===== src/logic/pgt_pkg.sv =====
/*
 * Shared constants and types of the pixel gamma and test pattern stage.
 * Assumes a 40 MHz register clock and an AXI4-Lite register bus, 32 bits.
 */
package pgt_pkg;

    // ==================================================================
    // Register map (byte addresses)
    localparam logic [7:0] REG_CTRL = 8'h00;
    localparam logic [7:0] REG_GAMMA_RAW = 8'h04;
    localparam logic [7:0] REG_GAMMA_ABS = 8'h08;
    localparam logic [7:0] REG_LINE_LEN = 8'h0c;
    localparam logic [7:0] REG_FREE_PERIOD = 8'h10;
    localparam logic [7:0] REG_EXPOSURE = 8'h14;
    localparam logic [7:0] REG_STATUS = 8'h18;

    // ==================================================================
    // Register field bit positions
    localparam int CTRL_LUT_EN = 0;
    localparam int CTRL_MODE_LO = 1;
    localparam int CTRL_PAT_LO = 4;
    localparam int CTRL_FREE_RUN = 8;
    localparam int STAT_BUSY = 16;
    localparam int ABS_SHIFT = 6;

    // ==================================================================
    // Reset values
    localparam logic [11:0] GAMMA_ONE = 12'h400;
    localparam logic [12:0] LINE_LEN_RST = 13'h1000;
    localparam logic [23:0] EXPOSURE_RST = 24'h000100;

    // ==================================================================
    // Timing: default free-run line period
    localparam int CLK_PERIOD_PS = 25000;
    localparam int FREE_PERIOD_NS = 10000;
    localparam int FREE_PERIOD_CYC = FREE_PERIOD_NS * 1000 / CLK_PERIOD_PS;

    // ==================================================================
    // Output modes, patterns and their levels
    typedef enum logic [1:0] {
        MODE_8 = 2'h0,
        MODE_10 = 2'h1,
        MODE_12 = 2'h2
    } pgt_mode_t;

    localparam logic [2:0] PAT_SENSOR = 3'h0;
    localparam logic [2:0] PAT_FIXED = 3'h1;
    localparam logic [2:0] PAT_MOVING = 3'h2;
    localparam logic [2:0] PAT_BLACK = 3'h3;
    localparam logic [2:0] PAT_GRAY = 3'h4;

    localparam logic [11:0] YMAX_8 = 12'h0ff;
    localparam logic [11:0] YMAX_10 = 12'h3fc;
    localparam logic [11:0] YMAX_12 = 12'hff0;
    localparam logic [11:0] GRAY_8 = 12'h07f;
    localparam logic [11:0] GRAY_10 = 12'h1ff;
    localparam logic [11:0] GRAY_12 = 12'h7ff;
    localparam logic [8:0] FIXED_PERIOD_MASK = 9'h1ff;

    localparam logic [1:0] RESP_OKAY = 2'h0;
    localparam logic [1:0] RESP_SLVERR = 2'h2;

    // ==================================================================
    // One output pixel with its line framing
    typedef struct packed {
        logic [11:0] value;
        logic first;
        logic last;
    } pgt_pixel_t;

endpackage


===== src/logic/pgt_buf2.sv =====
/*
 * Two-entry buffer with valid and ready on both sides.
 * Assumes both sides sit on aclk; outputs come straight from flip-flops.
 */
`timescale 1ns/1ps
module pgt_buf2 #(
    parameter int WIDTH = 14
) (
    input wire logic aclk,
    input wire logic aresetn,
    input wire logic in_valid,
    output logic in_ready,
    input wire logic [WIDTH-1:0] in_data,
    output logic out_valid,
    input wire logic out_ready,
    output logic [WIDTH-1:0] out_data
);
    // ==================================================================
    // Storage: slot 0 feeds the output, slot 1 catches a stalled word
    logic [WIDTH-1:0] slot1_q;
    logic full1_q;
    logic take;
    logic give;

    if (WIDTH < 1) begin : g_width_bad
        $error("pgt_buf2: WIDTH must be positive");
    end

    assign in_ready = !full1_q;
    assign take = in_valid && !full1_q;
    assign give = out_valid && out_ready;

    always_ff @(posedge aclk) begin
        if (!aresetn) begin
            out_valid <= 1'b0;
            out_data <= '0;
        end else if (!out_valid || give) begin
            if (full1_q) begin
                out_valid <= 1'b1;
                out_data <= slot1_q;
            end else begin
                out_valid <= take;
                if (take) out_data <= in_data;
            end
        end
    end

    // Second slot fills only while the output is stalled
    always_ff @(posedge aclk) begin
        if (!aresetn) begin
            full1_q <= 1'b0;
            slot1_q <= '0;
        end else if (full1_q) begin
            if (!out_valid || give) full1_q <= 1'b0;
        end else if (take && out_valid && !out_ready) begin
            full1_q <= 1'b1;
            slot1_q <= in_data;
        end
    end

endmodule // pgt_buf2


===== src/logic/pgt_top.sv =====
/*
 * Pixel output stage: gamma correction, four test patterns, line pacing,
 * AXI4-Lite register slave and a two-entry output buffer.
 * Assumes sensor pixels arrive on aclk as a valid/ready stream and the
 * line trigger pin is asynchronous to aclk.
 */
// Design decisions made here: the register offsets and the AXI4-Lite slave port.
`timescale 1ns/1ps

// Contract
// - Corrected value is (in / max) to the power gamma, times max.
// - Max brightness is 255, 1020 or 4080 for 8, 10, 12 bit output.
// - Gamma of exactly one passes every pixel unchanged.
// - Gamma below one brightens output; gamma above one darkens it.
// - Black and the mode's white pass unchanged for any gamma.
// - Correction acts only with lookup table enabled; software enables it first.
// - Gamma ranges 0 to 3.99902; nonzero gamma means correction is on; code also needs the lookup table enabled.
// - Gamma accepted as absolute or raw value in its register.
// - Test mode synthesises pixels without the sensor; four patterns.
// - Trigger mode emits exactly one line per external trigger cycle; code drops a trigger that arrives during a line.
// - Free run emits one line per internal line signal cycle; code drops a divider tick that arrives during a line.
// - Exposure setting never changes test pattern content or timing.
// - Pattern one: odd pixels count up, even count down, period 512.
// - Pattern one spans 0..1023 in 10 bit, 0..4095 in 12 bit.
// - Pattern two ramps 0..255 per 256 pixels, start advances per line.
// - Pattern three is zero for every pixel in every mode.
// - Pattern four is 127, 511 or 2047 for 8, 10, 12 bit.
module pgt_top (
    input wire logic aclk,
    input wire logic aresetn,
    input wire logic [7:0] s_axi_awaddr,
    input wire logic s_axi_awvalid,
    output logic s_axi_awready,
    input wire logic [31:0] s_axi_wdata,
    input wire logic [3:0] s_axi_wstrb,
    input wire logic s_axi_wvalid,
    output logic s_axi_wready,
    output logic [1:0] s_axi_bresp,
    output logic s_axi_bvalid,
    input wire logic s_axi_bready,
    input wire logic [7:0] s_axi_araddr,
    input wire logic s_axi_arvalid,
    output logic s_axi_arready,
    output logic [31:0] s_axi_rdata,
    output logic [1:0] s_axi_rresp,
    output logic s_axi_rvalid,
    input wire logic s_axi_rready,
    input wire logic external_line_trigger,
    input wire logic [11:0] sensor_pixel,
    input wire logic sensor_valid,
    output logic sensor_ready,
    output pgt_pkg::pgt_pixel_t pix_data,
    output logic pix_valid,
    input wire logic pix_ready
);
    import pgt_pkg::*;

    // ==================================================================
    // Configuration registers
    logic lut_en_q;
    logic [1:0] mode_q;
    logic [2:0] pattern_q;
    logic free_run_q;
    logic [11:0] gamma_q;
    logic [12:0] line_len_q;
    logic [23:0] free_period_q;
    logic [23:0] exposure_q;
    logic [15:0] line_count_q;

    // ==================================================================
    // AXI4-Lite write path: address and data taken in either order
    logic aw_held_q;
    logic w_held_q;
    logic [7:0] aw_addr_q;
    logic [31:0] w_data_q;
    logic [3:0] w_strb_q;
    logic wr_fire;
    logic wr_hit;

    assign s_axi_awready = !aw_held_q && !s_axi_bvalid;
    assign s_axi_wready = !w_held_q && !s_axi_bvalid;
    assign wr_fire = aw_held_q && w_held_q && !s_axi_bvalid;

    always_ff @(posedge aclk) begin
        if (!aresetn) begin
            aw_held_q <= 1'b0;
            aw_addr_q <= '0;
        end else if (s_axi_awvalid && s_axi_awready) begin
            aw_held_q <= 1'b1;
            aw_addr_q <= s_axi_awaddr;
        end else if (wr_fire) begin
            aw_held_q <= 1'b0;
        end
    end

    always_ff @(posedge aclk) begin
        if (!aresetn) begin
            w_held_q <= 1'b0;
            w_data_q <= '0;
            w_strb_q <= '0;
        end else if (s_axi_wvalid && s_axi_wready) begin
            w_held_q <= 1'b1;
            w_data_q <= s_axi_wdata;
            w_strb_q <= s_axi_wstrb;
        end else if (wr_fire) begin
            w_held_q <= 1'b0;
        end
    end

    always_comb begin
        case (aw_addr_q)
            REG_CTRL, REG_GAMMA_RAW, REG_GAMMA_ABS, REG_LINE_LEN,
            REG_FREE_PERIOD, REG_EXPOSURE, REG_STATUS: wr_hit = 1'b1;
            default: wr_hit = 1'b0;
        endcase
    end

    always_ff @(posedge aclk) begin
        if (!aresetn) begin
            s_axi_bvalid <= 1'b0;
            s_axi_bresp <= RESP_OKAY;
        end else if (wr_fire) begin
            s_axi_bvalid <= 1'b1;
            s_axi_bresp <= wr_hit ? RESP_OKAY : RESP_SLVERR;
        end else if (s_axi_bready) begin
            s_axi_bvalid <= 1'b0;
        end
    end

    // Registers update a whole word when its low byte lane is enabled;
    // byte-wise merging buys nothing for fields this narrow
    always_ff @(posedge aclk) begin
        if (!aresetn) begin
            lut_en_q <= 1'b0;
            mode_q <= MODE_8;
            pattern_q <= PAT_SENSOR;
            free_run_q <= 1'b0;
            gamma_q <= GAMMA_ONE;
            line_len_q <= LINE_LEN_RST;
            free_period_q <= 24'(FREE_PERIOD_CYC);
            exposure_q <= EXPOSURE_RST;
        end else if (wr_fire && w_strb_q[0]) begin
            case (aw_addr_q)
                REG_CTRL: begin
                    lut_en_q <= w_data_q[CTRL_LUT_EN];
                    mode_q <= w_data_q[CTRL_MODE_LO +: 2];
                    pattern_q <= w_data_q[CTRL_PAT_LO +: 3];
                    free_run_q <= w_data_q[CTRL_FREE_RUN];
                end
                REG_GAMMA_RAW: gamma_q <= w_data_q[11:0];
                REG_GAMMA_ABS: begin
                    // Absolute value in 16.16, saturated to the top step
                    if (|w_data_q[31:18]) gamma_q <= 12'hfff;
                    else gamma_q <= w_data_q[17:6];
                end
                REG_LINE_LEN: if (|w_data_q[12:0]) begin
                    line_len_q <= w_data_q[12:0];
                end
                REG_FREE_PERIOD: if (|w_data_q[23:0]) begin
                    free_period_q <= w_data_q[23:0];
                end
                REG_EXPOSURE: exposure_q <= w_data_q[23:0];
                default: ;
            endcase
        end
    end

    // ==================================================================
    // AXI4-Lite read path
    logic busy;

    assign s_axi_arready = !s_axi_rvalid;

    always_ff @(posedge aclk) begin
        if (!aresetn) begin
            s_axi_rvalid <= 1'b0;
            s_axi_rdata <= '0;
            s_axi_rresp <= RESP_OKAY;
        end else if (s_axi_arvalid && s_axi_arready) begin
            s_axi_rvalid <= 1'b1;
            s_axi_rresp <= RESP_OKAY;
            s_axi_rdata <= '0;
            case (s_axi_araddr)
                REG_CTRL: s_axi_rdata <= {23'h0, free_run_q, 1'b0,
                    pattern_q, 1'b0, mode_q, lut_en_q};
                REG_GAMMA_RAW: s_axi_rdata <= {20'h0, gamma_q};
                REG_GAMMA_ABS: s_axi_rdata <= {14'h0, gamma_q, 6'h0};
                REG_LINE_LEN: s_axi_rdata <= {19'h0, line_len_q};
                REG_FREE_PERIOD: s_axi_rdata <= {8'h0, free_period_q};
                REG_EXPOSURE: s_axi_rdata <= {8'h0, exposure_q};
                REG_STATUS: s_axi_rdata <= {15'h0, busy, line_count_q};
                default: s_axi_rresp <= RESP_SLVERR;
            endcase
        end else if (s_axi_rready) begin
            s_axi_rvalid <= 1'b0;
        end
    end

    // ==================================================================
    // Line pacing: synchronised trigger edge or free-run divider
    logic trig_s1_q;
    logic trig_s2_q;
    logic trig_s3_q;
    logic [23:0] free_cnt_q;
    logic free_tick;
    logic line_start;

    always_ff @(posedge aclk) begin
        if (!aresetn) begin
            trig_s1_q <= 1'b0;
            trig_s2_q <= 1'b0;
            trig_s3_q <= 1'b0;
        end else begin
            trig_s1_q <= external_line_trigger;
            trig_s2_q <= trig_s1_q;
            trig_s3_q <= trig_s2_q;
        end
    end

    // Exposure never feeds the divider, so patterns keep their pace
    always_ff @(posedge aclk) begin
        if (!aresetn || !free_run_q) begin
            free_cnt_q <= '0;
        end else if (free_cnt_q >= free_period_q - 24'h1) begin
            free_cnt_q <= '0;
        end else begin
            free_cnt_q <= free_cnt_q + 24'h1;
        end
    end

    assign free_tick = free_run_q && (free_cnt_q >= free_period_q - 24'h1);
    // A trigger edge during a line is dropped: no line without a trigger
    assign line_start = free_run_q ? free_tick
        : (trig_s2_q && !trig_s3_q);

    // ==================================================================
    // Line state machine
    typedef enum logic [1:0] {
        ST_IDLE = 2'b01,
        ST_LINE = 2'b10
    } pgt_state_t;

    pgt_state_t state_q;
    logic [12:0] idx_q;
    logic [7:0] offset_q;
    logic src_valid;
    logic src_take;
    logic buf_in_ready;
    logic test_mode;

    assign busy = (state_q == ST_LINE);
    assign test_mode = (pattern_q != PAT_SENSOR);
    assign src_valid = busy && (test_mode || sensor_valid);
    assign src_take = src_valid && buf_in_ready;
    assign sensor_ready = busy && !test_mode && buf_in_ready;

    always_ff @(posedge aclk) begin
        if (!aresetn) begin
            state_q <= ST_IDLE;
            idx_q <= '0;
            line_count_q <= '0;
        end else begin
            case (state_q)
                ST_IDLE: if (line_start) begin
                    state_q <= ST_LINE;
                    idx_q <= '0;
                end
                ST_LINE: if (src_take) begin
                    idx_q <= idx_q + 13'h1;
                    if (idx_q == line_len_q - 13'h1) begin
                        state_q <= ST_IDLE;
                        line_count_q <= line_count_q + 16'h1;
                    end
                end
                default: state_q <= ST_IDLE;
            endcase
        end
    end

    // Moving gradient start advances once per accepted line
    always_ff @(posedge aclk) begin
        if (!aresetn) begin
            offset_q <= '0;
        end else if (state_q == ST_IDLE && line_start) begin
            offset_q <= offset_q + 8'h1;
        end
    end

    // ==================================================================
    // Test pattern synthesis
    function automatic logic [11:0] scale8(input logic [7:0] v,
            input logic [1:0] m);
        case (m)
            MODE_8: scale8 = {4'h0, v};
            MODE_10: scale8 = {2'h0, v, v[7:6]};
            default: scale8 = {v, v[7:4]};
        endcase
    endfunction

    logic [8:0] fixed_pos;
    logic [7:0] fixed_v;
    logic [7:0] moving_v;
    logic [11:0] pat_value;

    // Pixel one is index zero, so odd pixels sit at even indices
    assign fixed_pos = idx_q[8:0] & FIXED_PERIOD_MASK;
    assign fixed_v = fixed_pos[0] ? 8'hff - fixed_pos[8:1]
        : fixed_pos[8:1];
    // Offset is already one during the first line, so subtract it back
    assign moving_v = idx_q[7:0] + offset_q - 8'h1;

    always_comb begin
        case (pattern_q)
            PAT_FIXED: pat_value = scale8(fixed_v, mode_q);
            PAT_MOVING: pat_value = scale8(moving_v, mode_q);
            PAT_BLACK: pat_value = 12'h0;
            PAT_GRAY: begin
                case (mode_q)
                    MODE_8: pat_value = GRAY_8;
                    MODE_10: pat_value = GRAY_10;
                    default: pat_value = GRAY_12;
                endcase
            end
            default: pat_value = 12'h0;
        endcase
    end

    // ==================================================================
    // Gamma correction: log2 and exp2 by leading-one approximation.
    // Trades exactness for a small single-cycle path; ends stay exact.
    logic [11:0] ymax;
    logic [2:0] norm_sh;
    logic [20:0] norm_prod;
    logic [15:0] frac;
    logic [3:0] lead;
    logic [15:0] aligned;
    logic [14:0] neg_log;
    logic [26:0] scaled_log;
    logic [16:0] exp_base;
    logic [16:0] exp_val;
    logic [28:0] out_prod;
    logic [11:0] gamma_out;
    logic gamma_on;

    always_comb begin
        case (mode_q)
            MODE_8: ymax = YMAX_8;
            MODE_10: ymax = YMAX_10;
            default: ymax = YMAX_12;
        endcase
        norm_sh = (mode_q == MODE_8) ? 3'h0 : (mode_q == MODE_10) ? 3'h2
            : 3'h4;
    end

    always_comb begin
        lead = '0;
        // Input over max brightness in 16-bit fraction: x*257 >> shift
        norm_prod = 21'(sensor_pixel) * 21'h101;
        frac = 16'(norm_prod >> norm_sh);
        for (int i = 0; i < 16; i++) begin
            if (frac[i]) lead = 4'(i);
        end
        aligned = frac << (4'hf - lead);
        neg_log = (15'(5'h10 - {1'b0, lead}) << 10) - 15'(aligned[14:5]);
        scaled_log = 27'(neg_log) * 27'(gamma_q);
        exp_base = 17'h10000 - {2'h0, scaled_log[19:10], 5'h0};
        if (scaled_log[26:20] > 7'h10) exp_val = '0;
        else exp_val = exp_base >> scaled_log[24:20];
        out_prod = 29'(exp_val) * 29'(ymax) + 29'h8000;
        if (sensor_pixel == 12'h0 || sensor_pixel >= ymax) begin
            gamma_out = sensor_pixel;
        end else if (gamma_q == GAMMA_ONE) begin
            gamma_out = sensor_pixel;
        end else begin
            // Larger gamma shrinks the fraction, so darker; smaller brightens
            gamma_out = out_prod[27:16];
        end
    end

    assign gamma_on = lut_en_q && (gamma_q != 12'h0);

    // ==================================================================
    // Output buffer: a receiver stall holds the line without loss
    pgt_pixel_t src_pix;

    always_comb begin
        src_pix.value = test_mode ? pat_value
            : (gamma_on ? gamma_out : sensor_pixel);
        src_pix.first = (idx_q == 13'h0);
        src_pix.last = (idx_q == line_len_q - 13'h1);
    end

    pgt_buf2 #(
        .WIDTH($bits(pgt_pixel_t))
    ) u_buf (
        .aclk(aclk),
        .aresetn(aresetn),
        .in_valid(src_valid),
        .in_ready(buf_in_ready),
        .in_data(src_pix),
        .out_valid(pix_valid),
        .out_ready(pix_ready),
        .out_data(pix_data)
    );

endmodule // pgt_top


===== config.mk =====
export PLATFORM = sky130hd
export DESIGN_NAME = pgt_top
export DESIGN_NICKNAME = d
export VERILOG_FILES = /design/src/logic/pgt_pkg.sv /design/src/logic/pgt_buf2.sv /design/src/logic/pgt_top.sv
export SDC_FILE = /design/constraint.sdc
export NUM_CORES = 2
export LEC_CHECK = 0
export BUFFER_PORTS_ARGS = -buffer_cell sky130_fd_sc_hd__buf_2
export CORE_MARGIN = 5
export CORE_UTILIZATION = 43
export DETAILED_ROUTE_END_ITERATION = 7
export PLACE_DENSITY = 0.66
export SYNTH_ARGS = -nofsm -noshare
export SYNTH_HDL_FRONTEND = slang
export SYNTH_SLANG_ARGS = --single-unit

===== constraint.sdc =====
create_clock -name aclk -period 44.4 [get_ports aclk]
set_input_delay 4.44 -clock aclk [delete_from_list [all_inputs] [get_ports aclk]]
set_output_delay 4.44 -clock aclk [all_outputs]
set_load 0.1 [all_outputs]

==> results.json <==
{
  "root_buffer": "clkbuf_16",
  "overflow": 0,
  "utilization": 0.467,
  "num_vias": 22989,
  "synthMuxAreaShare": 0.0342,
  "synth-async-reset-ratio": 0,
  "die_h_um": 262,
  "ys_ff_latch": 247,
  "antenna_found_initial": 9,
  "clock_latency_ns": 0.55,
  "yosys.area_share.adder": 0.295,
  "crit_buf_inv": 9,
  "crit_slowest_cell": "xnor2_1",
  "cts_hold_buf": 0,
  "critPathLaunch": "sensor_pixel[10]",
  "setup-tns-final_ns": 0,
  "cp-end-kind": "register",
  "synth_cells": 3375,
  "fin_nets": 3931,
  "io_buffers": 117,
  "netlist.top_cell.by_area": "fa_1",
  "arrival_ns": 23.86,
  "ctsLongestPathBuffers": 3,
  "timing.fmax_mhz": 42.6,
  "hpwl_um": 55100,
  "rsz0062_at_grt": "no",
  "r2r_cells": 62,
  "outcome": "completed",
  "first_iter_violations": 1601,
  "grt_first_pass_wirelength_um": 116000,
  "relSlewSlack": 0.241,
  "cts_tree": "done",
  "rows": 92,
  "critPathCapture": "u_buf.out_data[13]$_SDFFE_PN0P_",
  "ys_warn_count": 0,
  "totalWireLength_um": 71400,
  "tightestPinTransition_ns": 1.13,
  "viasPerCell": 5.41,
  "finalMaxSlewViolations": 0,
  "wire_per_inst_um": 16.8,
  "r2r_start": "mode_q[0]$_SDFFE_PN0P_",
  "syn-cell-area_um2": 27400,
  "cts_resized": 0,
  "netlist.area_leader.share": 0.204,
  "ys_types": 111,
  "synth_flop_cell": "dfxtp_1",
  "syn_area_per_cell_um2": 8.12,
  "start_util": 0.434,
  "synth_top_family_by_area": "adder cells",
  "synthXorXnorAreaFrac": 0.0504,
  "finalCriticalPeriod_ns": 23.49,
  "fp.dieArea_um2": 68900,
  "ys_seq_area_frac": 0.180,
  "grtUsageTotal": 0.198,
  "drt.antenna.violating_nets": 0,
  "first_pass_iters": 7,
  "reg2reg_setup_slack_ns": 25.14,
  "first_global_vias": 22184,
  "globalplace.congestion": 0.903,
  "cp.depth": 66,
  "numClockSinks": 247,
  "skew_ns": 0.0319,
  "core-area_um2": 63100,
  "drc": 0,
  "dp_cells": 4198,
  "cap_violations": 0,
  "clkTransAtPathRegs_ns": 0.06,
  "post-route-period-util": 0.529,
  "critPathMaxStageDelay_ns": 0.90,
  "synth-compound-area-share": 0.150,
  "critPathLaunchType": "input pin",
  "cts_buffers": 24,
  "reg2reg_to": "u_buf.out_data[13]$_SDFFE_PN0P_",
  "crit_path_frequent_cell": "fa_1",
  "cp_top_family": "adder cells",
  "io_pins": 131,
  "cp.required_ns": 44.77,
  "final_cells": 4248,
  "ys_top_cells_by_count": "504 x nand2_1, 425 x inv_1, 279 x fa_1, 258 x nor2_1, 247 x dfxtp_1",
  "criticalPathCategory": "input pin to register",
  "grt_max_degree": 93,
  "drive_above_1_share": 0.0857,
  "area_growth_pct": 7.52,
  "htree_levels": 1,
  "yosysMostFrequentCell": "nand2_1",
  "postCtsSetupBuffers": 0,
  "synthTopCellsByArea": "fa_1 20%, dfxtp_1 18%, ha_1 9.1%, nand2_1 6.9%, inv_1 5.8%",
  "hold_path.class": "register to register",
  "synth_simple_gate_area_frac": 0.202,
  "synth-edff-count": 0,
  "finalHoldViolations": 0,
  "crit_path_max_fanout": 16,
  "setup_violations": 0,
  "die_w_um": 262
}
==> metal layers <==
metal / wire length, µm / GRT usage / up-vias
li1: - / - / 11143
met1: 31400 / 0.267 / 11051
met2: 33400 / 0.335 / 655
met3: 4310 / 0.0270 / 134
met4: 2270 / 0.0570 / 6
met5: 32 / 0 / -
==> layout make-up <==
type | instances | area, µm²
Antenna cell | 6 | 15.0
Tap cell | 846 | 1060
Clock buffer | 34 | 718
Timing Repair Buffer | 151 | 841
Clock inverter | 10 | 149
Sequential cell | 247 | 4950
Multi-Input combinational cell | 2521 | 20100
Fill cell | 6310 | 33600
Inverter | 433 | 1630
==> flip-flops by register name, indices dropped and copies added (netlist names), 2 cells and up <==
signal	count
line_len_q	13
s_axi_rdata	24
line_count_q	16
free_cnt_q	24
free_period_q	24
pattern_q	3
offset_q	8
exposure_q	24
state_q	2
idx_q	13
aw_addr_q	8
u_buf.out_data	14
u_buf.slot1_q	14
w_data_q	32
gamma_q	12
mode_q	2
==> cell usage in the layout (no fill, tap or decap), types with 23 or more instances in the layout <==
| master | count |
|---|---|
| nand2_1 | 504 |
| inv_1 | 425 |
| fa_1 | 279 |
| nor2_1 | 258 |
| dfxtp_1 | 246 |
| ha_1 | 200 |
| a21oi_1 | 170 |
| buf_2 | 117 |
| and2_1 | 108 |
| xnor2_1 | 103 |
| o21ai_0 | 103 |
| nand3_1 | 58 |
| a21boi_0 | 57 |
| nor3_1 | 53 |
| xor2_1 | 49 |
| mux2i_1 | 48 |
| nor2b_1 | 36 |
| buf_4 | 34 |
| mux2_2 | 30 |
| and3_1 | 28 |
| nand2b_1 | 25 |
| clkbuf_16 | 24 |
| a21o_1 | 23 |
==> metrics by stage <==
step           worst slack [ns]  hold slack, ns  instance area, µm²
6_report                  20.91           0.433               29500
3_3_place_gp              20.60           0.420               28600
2_1_floorplan             23.78           0.412               27400
5_1_grt                   19.52           0.458               29500
3_5_place_dp              20.43           0.422               28600
4_1_cts                   20.92           0.436               29500
==> worst min-delay path by stage <==
stage          cells after the start                 start                    to
3_5_place_dp                       1  trig_s1_q$_SDFF_PN0_  trig_s2_q$_SDFF_PN0_
4_1_cts                            1  trig_s1_q$_SDFF_PN0_  trig_s2_q$_SDFF_PN0_
3_3_place_gp                       1  trig_s1_q$_SDFF_PN0_  trig_s2_q$_SDFF_PN0_
6_report                           1  trig_s1_q$_SDFF_PN0_  trig_s2_q$_SDFF_PN0_
2_1_floorplan                      1  trig_s1_q$_SDFF_PN0_  trig_s2_q$_SDFF_PN0_
5_1_grt                            1  trig_s1_q$_SDFF_PN0_  trig_s2_q$_SDFF_PN0_
==> worst register-to-register path, delay by kind of cell, from the launching register on <==
family / cells / cell delay, ns
multiplexers: 3 / 0.88
AO/OA/AOI/OAI: 24 / 6.29
buffers and inverters: 8 / 1.19
flip-flops: 1 / 0.79
adder cells (fa/ha/maj): 12 / 5.60
XOR/XNOR: 2 / 1.70
AND/OR/NAND/NOR: 13 / 2.63
==> logic make-up after synthesis <==
| logic type | count (synthesis) |
|---|---|
| buf+inv | 616 |
| xor+xnor | 155 |
| mux | 84 |
| flops | 247 |
| other cells | 1 |
| fa+ha+maj | 479 |
| simple gates | 1191 |
| compound gates | 602 |
Power is left out: the tool's default activity adds up to more than one toggle a clock period on the data nets, which glitch-free logic cannot reach.
